[src/smgc_defs.svh]
// Offsets, field positions, reset values and timing counts of the bank.
// Assumes a 125 MHz system clock.
`ifndef SMGC_DEFS_SVH
`define SMGC_DEFS_SVH
`define SMGC_CLK_NS 8
// Register indices; byte address is four times the index
`define SMGC_IDX_CTRL1 10'h331
`define SMGC_IDX_CTRL2 10'h332
`define SMGC_IDX_CTRL3 10'h333
`define SMGC_IDX_CTRL4 10'h334
`define SMGC_IDX_CTRL5 10'h335
`define SMGC_IDX_MIB 10'h336
`define SMGC_IDX_HOLE 10'h337
`define SMGC_IDX_MAP0 10'h338
`define SMGC_IDX_MAP1 10'h339
`define SMGC_IDX_MAP2 10'h33A
`define SMGC_IDX_MAP3 10'h33B
`define SMGC_RST_CTRL1 8'hF0
`define SMGC_RST_CTRL3 8'h4A
`define SMGC_RST_CTRL5 8'h10
`define SMGC_RST_MAP0 8'h10
`define SMGC_RST_MAP1 8'h32
`define SMGC_RST_MAP2 8'h54
`define SMGC_RST_MAP3 8'h76
`define SMGC_WM_CTRL4 8'h01
`define SMGC_WM_CTRL5 8'h78
`define SMGC_WM_MIB 8'hC0
`define SMGC_WM_MAP 8'h77
// Field positions
`define SMGC_B_MC_EXCL 6
`define SMGC_B_BP_CS 5
`define SMGC_B_FAIR 4
`define SMGC_B_NO_XCOL 3
`define SMGC_B_JUMBO 2
`define SMGC_B_LEGAL_DIS 1
`define SMGC_B_PASS_SHORT 0
`define SMGC_B_NULL_VID 3
`define SMGC_B_PASS_PAUSE 0
`define SMGC_B_INGR_HI 5
`define SMGC_B_INGR_LO 4
`define SMGC_B_EGR_QUEUE 3
`define SMGC_B_MIB_FLUSH 7
`define SMGC_B_MIB_FREEZE 6
// Frame sizes in bytes, then the excessive collision count and the storm allowance shift
`define SMGC_LEN_SHORT 14'd32
`define SMGC_LEN_MIN 14'd64
`define SMGC_LEN_UNTAG 14'd1518
`define SMGC_LEN_TAG 14'd1522
`define SMGC_LEN_LEGAL_DIS 14'd2000
`define SMGC_LEN_JUMBO 14'd9000
`define SMGC_XCOL 5'd16
`define SMGC_STORM_SHIFT 6
// Periods in microseconds
`define SMGC_STORM_1G_US 5000
`define SMGC_STORM_100M_US 50000
`define SMGC_INGR_16_US 16000
`define SMGC_INGR_64_US 64000
`define SMGC_INGR_256_US 256000
`endif

[src/smgc_pkg.sv]
// Types shared by the switch MAC global control bank.
// Assumes smgc_defs.svh is on the include path.
package smgc_pkg;
	typedef enum logic [1:0] {
		SMGC_SPD_10 = 2'b00,
		SMGC_SPD_100 = 2'b01,
		SMGC_SPD_1G = 2'b10
	} smgc_speed_t;
	typedef enum logic [1:0] {
		SMGC_OKAY = 2'b00,
		SMGC_SLVERR = 2'b10
	} smgc_resp_t;
	typedef struct packed {
		logic [10:0][7:0] regs;
		logic aw_held;
		logic [11:0] awaddr;
		logic w_held;
		logic [7:0] wdata;
		logic wstb;
		logic awready;
		logic wready;
		logic bvalid;
		smgc_resp_t bresp;
		logic arready;
		logic rvalid;
		smgc_resp_t rresp;
		logic [7:0] rdata;
		logic vrd_valid;
		logic vrd_accept;
		logic vrd_storm;
		logic [11:0] vrd_vid;
		logic [2:0] vrd_prio;
		logic col_discard;
		logic mib_flush;
		logic [27:0] cnt_1g;
		logic [3:0] dec1;
		logic [3:0] dec2;
		logic [27:0] ingr_cnt;
		logic [4:0] ingr_unit;
		logic ingr_tick;
		logic [7:0][16:0] used;
	} smgc_st_t;
endpackage : smgc_pkg

[src/smgc_top.sv]
// Switch MAC global control bank: registers, frame verdict, storm limiter.
// Assumes an AXI4-Lite master and a datapath that presents one frame a cycle.
`include "smgc_defs.svh"
module smgc_top import smgc_pkg::*; #(
	parameter int STORM_1G_CYC = `SMGC_STORM_1G_US * 1000 / `SMGC_CLK_NS,
	parameter int INGR_UNIT_CYC = `SMGC_INGR_16_US * 1000 / `SMGC_CLK_NS
) (
	input wire logic sys_clk_in,
	input wire logic rst_in,
	input wire logic [11:0] s_axi_awaddr_in,
	input wire logic s_axi_awvalid_in,
	output logic s_axi_awready_out,
	input wire logic [31:0] s_axi_wdata_in,
	input wire logic [3:0] s_axi_wstrb_in,
	input wire logic s_axi_wvalid_in,
	output logic s_axi_wready_out,
	output logic [1:0] s_axi_bresp_out,
	output logic s_axi_bvalid_out,
	input wire logic s_axi_bready_in,
	input wire logic [11:0] s_axi_araddr_in,
	input wire logic s_axi_arvalid_in,
	output logic s_axi_arready_out,
	output logic [31:0] s_axi_rdata_out,
	output logic [1:0] s_axi_rresp_out,
	output logic s_axi_rvalid_out,
	input wire logic s_axi_rready_in,
	input wire logic frm_valid_in,
	input wire logic [2:0] frm_port_in,
	input wire logic [13:0] frm_len_in,
	input wire logic frm_tagged_in,
	input wire logic frm_bcast_in,
	input wire logic frm_mcast_in,
	input wire logic frm_pause_in,
	input wire logic [11:0] frm_vid_in,
	input wire logic [2:0] frm_pcp_in,
	input wire logic [11:0] frm_pvid_in,
	input wire logic [13:0] jumbo_limit_in,
	input wire logic [15:0] port_speed_in,
	input wire logic col_valid_in,
	input wire logic [4:0] col_count_in,
	output logic vrd_valid_out,
	output logic vrd_accept_out,
	output logic vrd_storm_drop_out,
	output logic [11:0] vrd_vid_out,
	output logic [2:0] vrd_prio_out,
	output logic col_discard_out,
	output logic bp_carrier_sense_out,
	output logic fair_mode_out,
	output logic no_xcol_drop_out,
	output logic egr_per_queue_out,
	output logic mib_flush_out,
	output logic mib_freeze_out,
	output logic ingr_tick_out
);
	// ****************************************
	// Constants and functions
	// ****************************************
	localparam logic [3:0] S_C1 = 4'(`SMGC_IDX_CTRL1 - `SMGC_IDX_CTRL1);
	localparam logic [3:0] S_C2 = 4'(`SMGC_IDX_CTRL2 - `SMGC_IDX_CTRL1);
	localparam logic [3:0] S_C3 = 4'(`SMGC_IDX_CTRL3 - `SMGC_IDX_CTRL1);
	localparam logic [3:0] S_C4 = 4'(`SMGC_IDX_CTRL4 - `SMGC_IDX_CTRL1);
	localparam logic [3:0] S_C5 = 4'(`SMGC_IDX_CTRL5 - `SMGC_IDX_CTRL1);
	localparam logic [3:0] S_MIB = 4'(`SMGC_IDX_MIB - `SMGC_IDX_CTRL1);
	localparam logic [3:0] S_MAP0 = 4'(`SMGC_IDX_MAP0 - `SMGC_IDX_CTRL1);
	localparam logic [3:0] S_LAST = 4'(`SMGC_IDX_MAP3 - `SMGC_IDX_CTRL1);
	localparam logic [3:0] DEC_LAST = 4'(`SMGC_STORM_100M_US / `SMGC_STORM_1G_US - 1);
	localparam logic [4:0] U64 = 5'(`SMGC_INGR_64_US / `SMGC_INGR_16_US);
	localparam logic [4:0] U256 = 5'(`SMGC_INGR_256_US / `SMGC_INGR_16_US);

	// Returns {valid, slot}; the hole and out-of-bank words are invalid
	function automatic logic [4:0] smgc_slot(input logic [11:0] a);
		logic [9:0] d;
		d = a[11:2] - `SMGC_IDX_CTRL1;
		smgc_slot = {(d <= 10'(S_LAST)) && (a[11:2] != `SMGC_IDX_HOLE), d[3:0]};
	endfunction : smgc_slot

	function automatic logic [7:0] smgc_rst(input logic [3:0] s);
		case (s)
			S_C1: smgc_rst = `SMGC_RST_CTRL1;
			S_C3: smgc_rst = `SMGC_RST_CTRL3;
			S_C5: smgc_rst = `SMGC_RST_CTRL5;
			S_MAP0: smgc_rst = `SMGC_RST_MAP0;
			S_MAP0 + 4'h1: smgc_rst = `SMGC_RST_MAP1;
			S_MAP0 + 4'h2: smgc_rst = `SMGC_RST_MAP2;
			S_LAST: smgc_rst = `SMGC_RST_MAP3;
			default: smgc_rst = 8'h00;
		endcase
	endfunction : smgc_rst

	// Read-only bits never take a write, so they always read their reset value
	function automatic logic [7:0] smgc_wmask(input logic [3:0] s);
		case (s)
			S_C1, S_C2, S_C3: smgc_wmask = 8'hFF;
			S_C4: smgc_wmask = `SMGC_WM_CTRL4;
			S_C5: smgc_wmask = `SMGC_WM_CTRL5;
			S_MIB: smgc_wmask = `SMGC_WM_MIB;
			S_MAP0, S_MAP0 + 4'h1, S_MAP0 + 4'h2, S_LAST: smgc_wmask = `SMGC_WM_MAP;
			default: smgc_wmask = 8'h00;
		endcase
	endfunction : smgc_wmask

	function automatic logic smgc_port_tick(input logic [1:0] spd, input logic t1g, input logic t100,
		input logic t10);
		case (smgc_speed_t'(spd))
			SMGC_SPD_1G: smgc_port_tick = t1g;
			SMGC_SPD_100: smgc_port_tick = t100;
			default: smgc_port_tick = t10;
		endcase
	endfunction : smgc_port_tick

	// ****************************************
	// Signals
	// ****************************************
	smgc_st_t st_r;
	smgc_st_t st_nxt;
	logic aw_fire;
	logic w_fire;
	logic ar_fire;
	logic wr_go;
	logic [4:0] wsel;
	logic [4:0] rsel;
	logic t1g;
	logic t100;
	logic t10;
	logic storm_cls;
	logic storm_hit;
	logic [16:0] allow;
	logic [16:0] base;
	logic [17:0] need;
	logic [4:0] units;
	logic size_ok;
	logic pause_ok;
	logic [11:0] vid_c;
	logic [2:0] prio_c;

	assign aw_fire = s_axi_awvalid_in && st_r.awready;
	assign w_fire = s_axi_wvalid_in && st_r.wready;
	assign ar_fire = s_axi_arvalid_in && st_r.arready;
	assign wr_go = st_r.aw_held && st_r.w_held && !st_r.bvalid;
	assign wsel = smgc_slot(st_r.awaddr);
	assign rsel = smgc_slot(s_axi_araddr_in);

	smgc_frame_check u_check (
		.ctrl1_in(st_r.regs[S_C1]),
		.ctrl2_in(st_r.regs[S_C2]),
		.ctrl4_in(st_r.regs[S_C4]),
		.map_in(st_r.regs[S_LAST:S_MAP0]),
		.len_in(frm_len_in),
		.tagged_in(frm_tagged_in),
		.pause_in(frm_pause_in),
		.vid_in(frm_vid_in),
		.pcp_in(frm_pcp_in),
		.pvid_in(frm_pvid_in),
		.jumbo_limit_in(jumbo_limit_in),
		.size_ok_out(size_ok),
		.pause_ok_out(pause_ok),
		.vid_out(vid_c),
		.prio_out(prio_c)
	);

	// ****************************************
	// Next state
	// ****************************************
	always_comb begin
		st_nxt = st_r;
		st_nxt.mib_flush = 1'b0;
		st_nxt.col_discard = 1'b0;
		st_nxt.vrd_valid = 1'b0;
		st_nxt.ingr_tick = 1'b0;
		// Storm period timebase: 100M and 10M periods are decades of 1G
		t1g = st_r.cnt_1g == 28'(STORM_1G_CYC - 1);
		t100 = t1g && (st_r.dec1 == DEC_LAST);
		t10 = t100 && (st_r.dec2 == DEC_LAST);
		st_nxt.cnt_1g = t1g ? 28'h0000000 : st_r.cnt_1g + 28'h0000001;
		if (t1g) begin
			st_nxt.dec1 = (st_r.dec1 == DEC_LAST) ? 4'h0 : st_r.dec1 + 4'h1;
		end
		if (t100) begin
			st_nxt.dec2 = (st_r.dec2 == DEC_LAST) ? 4'h0 : st_r.dec2 + 4'h1;
		end
		for (int p = 0; p < 8; p++) begin
			if (smgc_port_tick(port_speed_in[2 * p +: 2], t1g, t100, t10)) begin
				st_nxt.used[p] = 17'h00000;
			end
		end
		// Storm limiter on the frame's ingress port
		allow = {st_r.regs[S_C2][2:0], st_r.regs[S_C3], 6'h00} >> (6 - `SMGC_STORM_SHIFT);
		base = smgc_port_tick(port_speed_in[2 * frm_port_in +: 2], t1g, t100, t10) ? 17'h00000
			: st_r.used[frm_port_in];
		need = {1'b0, base} + {4'h0, frm_len_in};
		storm_cls = frm_bcast_in || (frm_mcast_in && !st_r.regs[S_C1][`SMGC_B_MC_EXCL]);
		storm_hit = size_ok && pause_ok && storm_cls && (need > {1'b0, allow});
		if (frm_valid_in) begin
			st_nxt.vrd_valid = 1'b1;
			st_nxt.vrd_accept = size_ok && pause_ok && !storm_hit;
			st_nxt.vrd_storm = storm_hit;
			st_nxt.vrd_vid = vid_c;
			st_nxt.vrd_prio = prio_c;
			if (size_ok && pause_ok && storm_cls && !storm_hit) begin
				st_nxt.used[frm_port_in] = need[16:0];
			end
		end
		// Excessive collisions
		if (col_valid_in && (col_count_in >= `SMGC_XCOL)) begin
			st_nxt.col_discard = !st_r.regs[S_C1][`SMGC_B_NO_XCOL];
		end
		// Ingress rate-limit period in 16 ms units
		case (st_r.regs[S_C5][`SMGC_B_INGR_HI:`SMGC_B_INGR_LO])
			2'b00: units = 5'h01;
			2'b01: units = U64;
			default: units = U256;
		endcase
		st_nxt.ingr_cnt = st_r.ingr_cnt + 28'h0000001;
		if (st_r.ingr_cnt >= 28'(INGR_UNIT_CYC - 1)) begin
			st_nxt.ingr_cnt = 28'h0000000;
			st_nxt.ingr_unit = st_r.ingr_unit + 5'h01;
			// Shrinking the period below the units already counted ends the current one at the next 16 ms unit boundary
			if (st_r.ingr_unit >= units - 5'h01) begin
				st_nxt.ingr_unit = 5'h00;
				st_nxt.ingr_tick = 1'b1;
			end
		end
		// Write channel
		if (aw_fire) begin
			st_nxt.aw_held = 1'b1;
			st_nxt.awaddr = s_axi_awaddr_in;
		end
		if (w_fire) begin
			st_nxt.w_held = 1'b1;
			st_nxt.wdata = s_axi_wdata_in[7:0];
			st_nxt.wstb = s_axi_wstrb_in[0];
		end
		if (wr_go) begin
			st_nxt.aw_held = 1'b0;
			st_nxt.w_held = 1'b0;
			st_nxt.bvalid = 1'b1;
			st_nxt.bresp = wsel[4] ? SMGC_OKAY : SMGC_SLVERR;
			if (wsel[4] && st_r.wstb) begin
				st_nxt.regs[wsel[3:0]] = (st_r.regs[wsel[3:0]] & ~smgc_wmask(wsel[3:0]))
					| (st_r.wdata & smgc_wmask(wsel[3:0]));
				st_nxt.mib_flush = (wsel[3:0] == S_MIB) && st_r.wdata[`SMGC_B_MIB_FLUSH];
			end
		end
		st_nxt.regs[S_MIB][`SMGC_B_MIB_FLUSH] = 1'b0;
		if (st_r.bvalid && s_axi_bready_in) begin
			st_nxt.bvalid = 1'b0;
		end
		// Read channel
		if (st_r.rvalid && s_axi_rready_in) begin
			st_nxt.rvalid = 1'b0;
		end
		if (ar_fire) begin
			st_nxt.rvalid = 1'b1;
			st_nxt.rresp = rsel[4] ? SMGC_OKAY : SMGC_SLVERR;
			st_nxt.rdata = rsel[4] ? st_r.regs[rsel[3:0]] : 8'h00;
		end
		// One write and one read in flight at a time
		st_nxt.awready = !st_nxt.aw_held && !st_nxt.bvalid;
		st_nxt.wready = !st_nxt.w_held && !st_nxt.bvalid;
		st_nxt.arready = !st_nxt.rvalid;
		if (rst_in) begin
			st_nxt = '0;
			for (int i = 0; i <= int'(S_LAST); i++) begin
				st_nxt.regs[i] = smgc_rst(4'(i));
			end
		end
	end

	always_ff @(posedge sys_clk_in) begin
		st_r <= st_nxt;
	end

	// ****************************************
	// Outputs
	// ****************************************
	assign s_axi_awready_out = st_r.awready;
	assign s_axi_wready_out = st_r.wready;
	assign s_axi_bvalid_out = st_r.bvalid;
	assign s_axi_bresp_out = st_r.bresp;
	assign s_axi_arready_out = st_r.arready;
	assign s_axi_rvalid_out = st_r.rvalid;
	assign s_axi_rresp_out = st_r.rresp;
	assign s_axi_rdata_out = {24'h000000, st_r.rdata};
	assign vrd_valid_out = st_r.vrd_valid;
	assign vrd_accept_out = st_r.vrd_accept;
	assign vrd_storm_drop_out = st_r.vrd_storm;
	assign vrd_vid_out = st_r.vrd_vid;
	assign vrd_prio_out = st_r.vrd_prio;
	assign col_discard_out = st_r.col_discard;
	assign bp_carrier_sense_out = st_r.regs[S_C1][`SMGC_B_BP_CS];
	assign fair_mode_out = st_r.regs[S_C1][`SMGC_B_FAIR];
	// Alternate back-off lives outside this bank; software pairs it with this bit
	assign no_xcol_drop_out = st_r.regs[S_C1][`SMGC_B_NO_XCOL];
	assign egr_per_queue_out = st_r.regs[S_C5][`SMGC_B_EGR_QUEUE];
	assign mib_flush_out = st_r.mib_flush;
	assign mib_freeze_out = st_r.regs[S_MIB][`SMGC_B_MIB_FREEZE];
	assign ingr_tick_out = st_r.ingr_tick;
endmodule : smgc_top

[src/smgc_frame_check.sv]
// Size admission, PAUSE filter, null VID replacement and PCP lookup.
// Assumes control bytes come straight from the register bank.
`include "smgc_defs.svh"
module smgc_frame_check import smgc_pkg::*; (
	input wire logic [7:0] ctrl1_in,
	input wire logic [7:0] ctrl2_in,
	input wire logic [7:0] ctrl4_in,
	input wire logic [31:0] map_in,
	input wire logic [13:0] len_in,
	input wire logic tagged_in,
	input wire logic pause_in,
	input wire logic [11:0] vid_in,
	input wire logic [2:0] pcp_in,
	input wire logic [11:0] pvid_in,
	input wire logic [13:0] jumbo_limit_in,
	output logic size_ok_out,
	output logic pause_ok_out,
	output logic [11:0] vid_out,
	output logic [2:0] prio_out
);
	logic [13:0] max_len;
	logic [13:0] min_len;

	always_comb begin
		// Jumbo overrides the legal size check disable
		if (ctrl1_in[`SMGC_B_JUMBO]) begin
			max_len = (jumbo_limit_in > `SMGC_LEN_JUMBO) ? `SMGC_LEN_JUMBO : jumbo_limit_in;
		end else if (ctrl1_in[`SMGC_B_LEGAL_DIS]) begin
			max_len = `SMGC_LEN_LEGAL_DIS;
		end else begin
			max_len = tagged_in ? `SMGC_LEN_TAG : `SMGC_LEN_UNTAG;
		end
		min_len = ctrl1_in[`SMGC_B_PASS_SHORT] ? `SMGC_LEN_SHORT : `SMGC_LEN_MIN;
		size_ok_out = (len_in >= min_len) && (len_in <= max_len);
		pause_ok_out = !pause_in || ctrl4_in[`SMGC_B_PASS_PAUSE];
		if (ctrl2_in[`SMGC_B_NULL_VID] && (vid_in == 12'h000)) begin
			vid_out = pvid_in;
		end else begin
			vid_out = vid_in;
		end
		// Entry for PCP p sits at bit 4p: even low nibble, odd high
		prio_out = map_in[{pcp_in, 2'b00} +: 3];
	end
endmodule : smgc_frame_check

[config.mk]
export PLATFORM = sky130hd
export DESIGN_NAME = smgc_top
export DESIGN_NICKNAME = d
export VERILOG_FILES = /design/src/smgc_pkg.sv /design/src/smgc_top.sv /design/src/smgc_frame_check.sv
export VERILOG_INCLUDE_DIRS = /design/src /design/src/src
export SDC_FILE = /design/constraint.sdc
export NUM_CORES = 1
export LEC_CHECK = 0
export ABC_CLOCK_PERIOD_IN_PS = 11160
export BUFFER_PORTS_ARGS = -buffer_cell sky130_fd_sc_hd__buf_2
export CAP_MARGIN = 40
export CORE_MARGIN = 2
export CORE_UTILIZATION = 50
export CTS_BUF_LIST = sky130_fd_sc_hd__clkbuf_8 sky130_fd_sc_hd__clkbuf_16
export CTS_CLUSTER_SIZE = 20
export DETAILED_ROUTE_END_ITERATION = 6
export GPL_TIMING_DRIVEN = 0
export PLACE_DENSITY = 0.75
export SYNTH_ARGS = -nofsm -noshare
export SYNTH_HDL_FRONTEND = slang
export SYNTH_SLANG_ARGS = --single-unit
[constraint.sdc]
create_clock -name sys_clk_in -period 11.16 [get_ports sys_clk_in]
set_input_delay 3.348 -clock sys_clk_in [delete_from_list [all_inputs] [get_ports sys_clk_in]]
set_output_delay 3.348 -clock sys_clk_in [all_outputs]
set_load 0.01 [all_outputs]
==> results.md, run 1 <==
* Status: finished, final reports clean
* Maximum buffer depth of the clock tree at 3
* Final Slew Violations at 0
* ANT nets after route at 0
* Synth top area share at 37.9%
* Synth cell types at 74
* Max Clock Freq at 92.3 MHz
* Max stage delay cell, worst path: nor4_2
* Biggest cell delay along the critical path at 0.48 ns
* GRT overflow at 0
* Vias in the first global route at 15.9k
* Synth async-reset ratio at 0%
* CTS sink cnt at 349
* Most common library cell in the layout ignoring fill and taps: dfxtp_1
* Die width at 196 um
* Vias per cell at 5.89
* Setup TNS at 0 ns
* Flop2flop setup slack at 3.88 ns
* Post-synthesis sequential area ratio at 37.9%
* Worst-path clk slew at 0.06 ns
* Setup Viol. Count Final at 0
* Hold Crit Depth at 2
* Final Hold Vio Count at 0
* Post-synth top flop: dfxtp_1
* Crit path capture type: flip-flop
* Initial drt markers at 1177
* Post-layout nets at 2515
* Placer congestion estimate at 0.954
* Delay-heaviest family, CP: simple AND/OR/NAND/NOR gates
* Critical Path AT at 11.33 ns
* Residual DRC count at 0
* CP Launch Type: primary input
* Antenna diodes at 0
* Synth top area cells: dfxtp_1, mux2i_1, nand2_1
* Setup WS post-layout at 0.325 ns
* Clk Latency, worst-skew pair at 0.59 ns
* CTS tree: done
* Slew Limit Headroom at 37.6%
* Row count at 70
* Root Buffer Master: clkbuf_16
* Port-buffer cells at 153
* Layout area overhead at 16.9%
* Final period util at 97.1%
* Layout cell share with drive strength beyond 1 at 16.8%
* Crit Reg-Reg Endpoint: st_r[75]$_SDFF_PP0_
* HPWL after DPL at 40400 um
* Chip Height at 196 um
* Tot GR Track Use at 28.1%
* CP max FO at 10
* Min-delay src: st_r[243]$_SDFFE_PP0P_
* Slew @ Worst Pin at 0.936 ns
* WL/cell at 19.8 um
* Worst EP required at 11.66 ns
* Worst Hold End: st_r[243]$_SDFFE_PP0P_
* Yosys reg bits at 349
* Final Routed Wirelength at 55100 um
* Hold Crit Class: flip-flop to flip-flop
* Pre-Repair DR Iteration Count at 5
* First-pass GRT wire length at 85500 um
* Initial antenna violation count at 0
* Worst path bufs/invs at 7
* Dominant cell type by area after synthesis: dfxtp_1
* Initial core utilization at 50.6%
* Critical path class: primary input to flip-flop
* Post-DP Area at 20000 sq um
* Pwr/cell area at 148 nW/um^2
* Leak pwr at 8.96 nW
* RSZ-0062 raised after global routing: no
* Worst slack at placement at -1.21 ns
* Worst VDD drop at 0.000108 V
* H-tree depth at 2
* EDFF count, synth at 0
* Max-Cap Viols at 0
* Core ar. at 36400 sq um
* CTS buffer count at 39
* Tmin final at 10.83 ns
* RR Startpoint: st_r[176]$_SDFFE_PP0P_
* Cts hold-fix bufs at 0
* Pin count of the biggest net entering global routing at 15
* Worst hold slack at 0.453 ns
* Die Area at 38400 sq um
* Yosys Warn Count at 0
* FF-to-FF path depth at 26
* Via count at 16.4k
* Clk_skew at 0.0420 ns
* Cell Area, Synth at 18400 sq um
* Mean Syn Cell Area at 9.01 sq um
* Commonest cells after routing, fill and taps aside: dfxtp_1, nand2_1, mux2i_1
* Cells after synthesis at 2046
* IO Pins at 219
* CP most frequent cell: nor2_1
* Design area at 21500 sq um
state kept, by name, summed over array words and instances (netlist names), 3 cells and up:
signal           flops
allow               11
s_axi_rdata_out      8
st_r               297
vrd_prio_out         3
vrd_vid_out         12
cells by family after synthesis:
group,count (synthesis),share of synthesized area (%)
adder cells (fa/ha/maj),77,5.27
AND/OR/NAND/NOR,709,17.8
other,1,0.0203
AO/OA/AOI/OAI,338,12.1
XOR/XNOR,65,3.09
multiplexers,285,18.0
buffers and inverters,222,5.82
flip-flops,349,37.9
how the worst max path moves through the flow:
stage | startpoint | end | slack (ns) | depth (start not counted)
after floorplan | frm_port_in[2] | st_r[126]$_SDFF_PP0_ | 1.36 | 33
after global placement | frm_port_in[2] | st_r[134]$_SDFF_PP0_ | -1.05 | 32
after detailed placement | frm_port_in[2] | st_r[131]$_SDFF_PP0_ | -1.21 | 32
after CTS | frm_port_in[2] | st_r[131]$_SDFF_PP0_ | 0.005 | 33
after global routing | frm_port_in[1] | st_r[80]$_SDFF_PP0_ | 0.03 | 35
final | frm_port_in[1] | st_r[75]$_SDFF_PP0_ | 0.33 | 35
stage by stage:
stage | cells | power [mW] | util, %
2_1_floorplan | 2078 | 1.61 | -
3_5_place_dp | 2708 | 1.77 | 54.9
6_report | 2784 | 3.18 | 59.1
3_3_place_gp | 2699 | 1.75 | 54.6
4_1_cts | 2779 | 3.19 | 58.9
5_1_grt | 2784 | 3.29 | 59.1
synthesized netlist by cell type (16+ instances only):
cell type and instances:
o21ai_0 34, a21oi_1 107, nand4_1 21, xor2_1 42, o211ai_1 18, nand2_1 280, o221ai_1 16, ha_1 76
dfxtp_1 349, nor3_1 31, nand3_1 32, nor2_1 205, nor4_1 27, xnor2_1 23, o22ai_1 37, inv_1 60
clkbuf_1 77, a211oi_1 33, mux4_2 36, buf_4 61, mux2i_1 234
power by group:
| part | internal (mW) | switching [mW] |
|---|---|---|
| registers | 1.26 | 0.0129 |
| clock network | 0.863 | 0.563 |
| logic | 0.174 | 0.306 |
layer usage:
metal,routed length (um),track usage (%),share of wire (%),up-vias
met3,3840,5.71,7.0,145
li1,-,-,-,7696
met4,2270,13.4,4.1,0
met1,23100,34.9,42,7924
met5,0,0,0,-
met2,25900,46.9,47,623
tightest hold or removal path: cells and delay by family, from the launching register on:
| family | cells | cell delay (ns) |
|---|---|---|
| AOI/OAI and AO/OA | 1 | 0.05 |
| DFF | 1 | 0.30 |
| and+or+nand+nor | 1 | 0.05 |
what timing repair did:
action	in CTS	in global routing
pin swaps	0	3
resized for setup	9	9
setup endpoints to repair	136	136
setup buffers	0	7
layout make-up:
class / count / area (sq um)
inverters: 61 / 229
flip-flops and latches: 349 / 6990
repair buffers: 169 / 910
clock buffers: 47 / 1090
clock inverters: 24 / 349
fillers: 3159 / 14900
multi-input cells: 1507 / 10600
plain buffers: 159 / 845
well taps: 468 / 586
Power figures use the tool's default switching activity.
==> run 2, diff against run 1 <==
RECOVER_POWER = 50   (was not set)
==> run 2 against run 1 <==
Against the previous run:
- non-clock buffer count stayed put
- critical path depth stayed put
- largest power group unchanged
- final cell count stayed put
- routed wire length is 0.24% higher
- worst setup slack better by 0.0019 ns
- critical endpoint unchanged
- design area is 0.59% lower
- combinational power is 0.8% lower
- sequential share of layout area is 0.19 points higher
==> results.md, run 2 (synthesis gave the netlist of run 1 again) <==
* CP most frequent cell: nor2_1 (unchanged)
* CP max FO at 10 (unchanged)
* Max Clock Freq at 92.3 MHz (about the same)
* Root Buffer Master: clkbuf_16 (unchanged)
* IO Pins at 219 (unchanged)
* Register Area at 6990 sq um (unchanged)
* Min-delay src: s_axi_rdata_out[0]$_SDFFE_PP0P_ (was st_r[243]$_SDFFE_PP0P_)
* FF-to-FF path depth at 26 (unchanged)
* Crit path depth at 35 (unchanged)
* Layout cell share with drive strength beyond 1 at 14.2% (was 16.8%)
* Reg with most FFs: st_r (unchanged)
* Max stage delay cell, worst path: nor4_2 (unchanged)
* Setup Viol. Count Final at 0 (unchanged)
* Status: finished, final reports clean (unchanged)
* Fill cells at 3196 (was 3159)
* Non-Filler Instances at 2784 (unchanged)
* HPWL after DPL at 40400 um (unchanged)
* Most common library cell in the layout ignoring fill and taps: dfxtp_1 (unchanged)
* First-pass GRT wire length at 85500 um (unchanged)
* Slew @ Worst Pin at 1.23 ns (was 0.936 ns)
* Crit path capture type: flip-flop (unchanged)
* CP Launch Type: primary input (unchanged)
* Crit Reg-Reg Endpoint: st_r[75]$_SDFF_PP0_ (unchanged)
* CTS tree: done (unchanged)
* RSZ-0062 raised after global routing: no (unchanged)
* Commonest cells after routing, fill and taps aside: dfxtp_1, nand2_1, mux2i_1 (unchanged)
* Final Routed Wirelength at 55200 um (was 55100 um)
* Final Hold Vio Count at 0 (unchanged)
* Pre-Repair DR Iteration Count at 5 (unchanged)
* Final Slew Violations at 0 (unchanged)
* Core ar. at 36400 sq um (unchanged)
* Antenna diodes at 0 (unchanged)
* H-tree depth at 2 (unchanged)
* CTS buffer count at 39 (unchanged)
* Max-Cap Viols at 0 (unchanged)
* Max reg flops at 297 (unchanged)
* Worst slack at placement at -1.21 ns (unchanged)
* Maximum buffer depth of the clock tree at 3 (unchanged)
* Biggest cell delay along the critical path at 0.47 ns (was 0.48 ns)
* Worst EP required at 11.66 ns (about the same)
* WL/cell at 19.8 um (about the same)
* Leak pwr at 8.75 nW (was 8.96 nW)
* Die width at 196 um (unchanged)
* Worst-path clk slew at 0.06 ns (about the same)
* Crit path to: st_r[75]$_SDFF_PP0_ (unchanged)
* Final Power at 3.18 mW (about the same)
* Die Area at 38400 sq um (unchanged)
* Vias in the first global route at 15.9k (unchanged)
* Post-layout nets at 2515 (unchanged)
* Hold Crit Class: flip-flop to flip-flop (unchanged)
* CTS sink cnt at 349 (unchanged)
* Layout area overhead at 16.2% (was 16.9%)
* Cts hold-fix bufs at 0 (unchanged)
* Port-buffer cells at 153 (unchanged)
* Chip Height at 196 um (unchanged)
* Crit path launch: frm_port_in[1] (unchanged)
* Slew Limit Headroom at 17.0% (was 37.6%)
* Final period util at 97.1% (about the same)
* Worst VDD drop at 0.000109 V (was 0.000108 V)
* ANT nets after route at 0 (unchanged)
* GRT overflow at 0 (unchanged)
* Clk Latency, worst-skew pair at 0.60 ns (was 0.59 ns)
* Vias per cell at 5.88 (was 5.89)
* Hold Crit Depth at 2 (unchanged)
* Setup WS post-layout at 0.327 ns (was 0.325 ns)
* Flop2flop setup slack at 3.86 ns (was 3.88 ns)
* Initial drt markers at 1207 (was 1177)
* Initial antenna violation count at 0 (unchanged)
* RR Startpoint: st_r[176]$_SDFFE_PP0P_ (unchanged)
* Critical Path AT at 11.33 ns (about the same)
* Delay-heaviest family, CP: simple AND/OR/NAND/NOR gates (unchanged)
* Initial core utilization at 50.6% (unchanged)
* Tot GR Track Use at 28.1% (unchanged)
* Multi-input gate area at 10500 sq um (was 10600 sq um)
* Tmin final at 10.83 ns (about the same)
* Pin count of the biggest net entering global routing at 15 (unchanged)
* Row count at 70 (unchanged)
* Via count at 16.4k (about the same)
* Post-Place Cells at 2708 (unchanged)
* Worst path bufs/invs at 7 (unchanged)
* Residual DRC count at 0 (unchanged)
* Pwr/cell area at 149 nW/um^2 (was 148 nW/um^2)
* Critical path class: primary input to flip-flop (unchanged)
* Clk_skew at 0.0459 ns (was 0.0420 ns)
* Placer congestion estimate at 0.954 (unchanged)
[run 2: final cells by class]
| class | count | area share [%] |
|---|---|---|
| multi-input combinational | 1507 | 49.1 |
| sequential | 349 | 32.6 |
| clock buffer | 47 | 5.07 |
| buffer | 159 | 3.89 |
| timing repair buffer | 169 | 3.87 |
| tap | 468 | 2.73 |
| clock inverter | 24 | 1.63 |
| inverter | 61 | 1.07 |
[run 2: worst min-delay path: stages (launching register included)]
cell and delay (ns):
dfxtp_1 0.31, nand2_1 0.05, a21oi_1 0.05
[run 2: per-layer routing]
layer | part of all wire, % | vias up | global-route usage, %
li1 | - | 7692 | -
met1 | 42 | 7859 | 34.9
met2 | 47 | 671 | 46.9
met3 | 7.4 | 143 | 5.71
met4 | 4.0 | 0 | 13.4
met5 | 0 | - | 0
[run 2: what timing repair did]
action                                  4_1_cts  5_1_grt
pin swaps                                     0        3
buffers inserted                              0        7
cloned                                        0        0
endpoints found under the setup margin      136      136
hold endpoints to repair                      0        0
resized for setup                             9        9
[run 2: power by group]
part / switching (mW) / leakage, nW / total, mW / internal [mW]
sequential: 0.0131 / 2.82 / 1.28 / 1.26
clock: 0.563 / 0.710 / 1.43 / 0.863
combinational: 0.306 / 5.22 / 0.477 / 0.171
total: 0.882 / 8.75 / 3.18 / 2.30
[run 2: stage by stage]
stage / util (%) / cell area (sq um) / hold slack (ns) / setup TNS, ns
global placement: 54.6 / 19900 / 0.442 / -111.15
detailed placement: 54.9 / 20000 / 0.443 / -127.24
floorplan: - / 18600 / 0.424 / 0
CTS: 58.9 / 21500 / 0.451 / 0
global route: 58.8 / 21400 / 0.470 / 0
finish: 58.8 / 21400 / 0.454 / 0
[run 2: worst min path at each step]
| stage | endpoint | slack [ns] |
|---|---|---|
| 6_report | s_axi_rdata_out[0]$_SDFFE_PP0P_ | 0.45 |
| 3_3_place_gp | st_r[142]$_SDFF_PP0_ | 0.44 |
| 3_5_place_dp | st_r[243]$_SDFFE_PP0P_ | 0.44 |
| 2_1_floorplan | s_axi_awready_out$_SDFF_PP0_ | 0.42 |
| 5_1_grt | st_r[24]$_SDFF_PP0_ | 0.47 |
| 4_1_cts | st_r[243]$_SDFFE_PP0P_ | 0.45 |
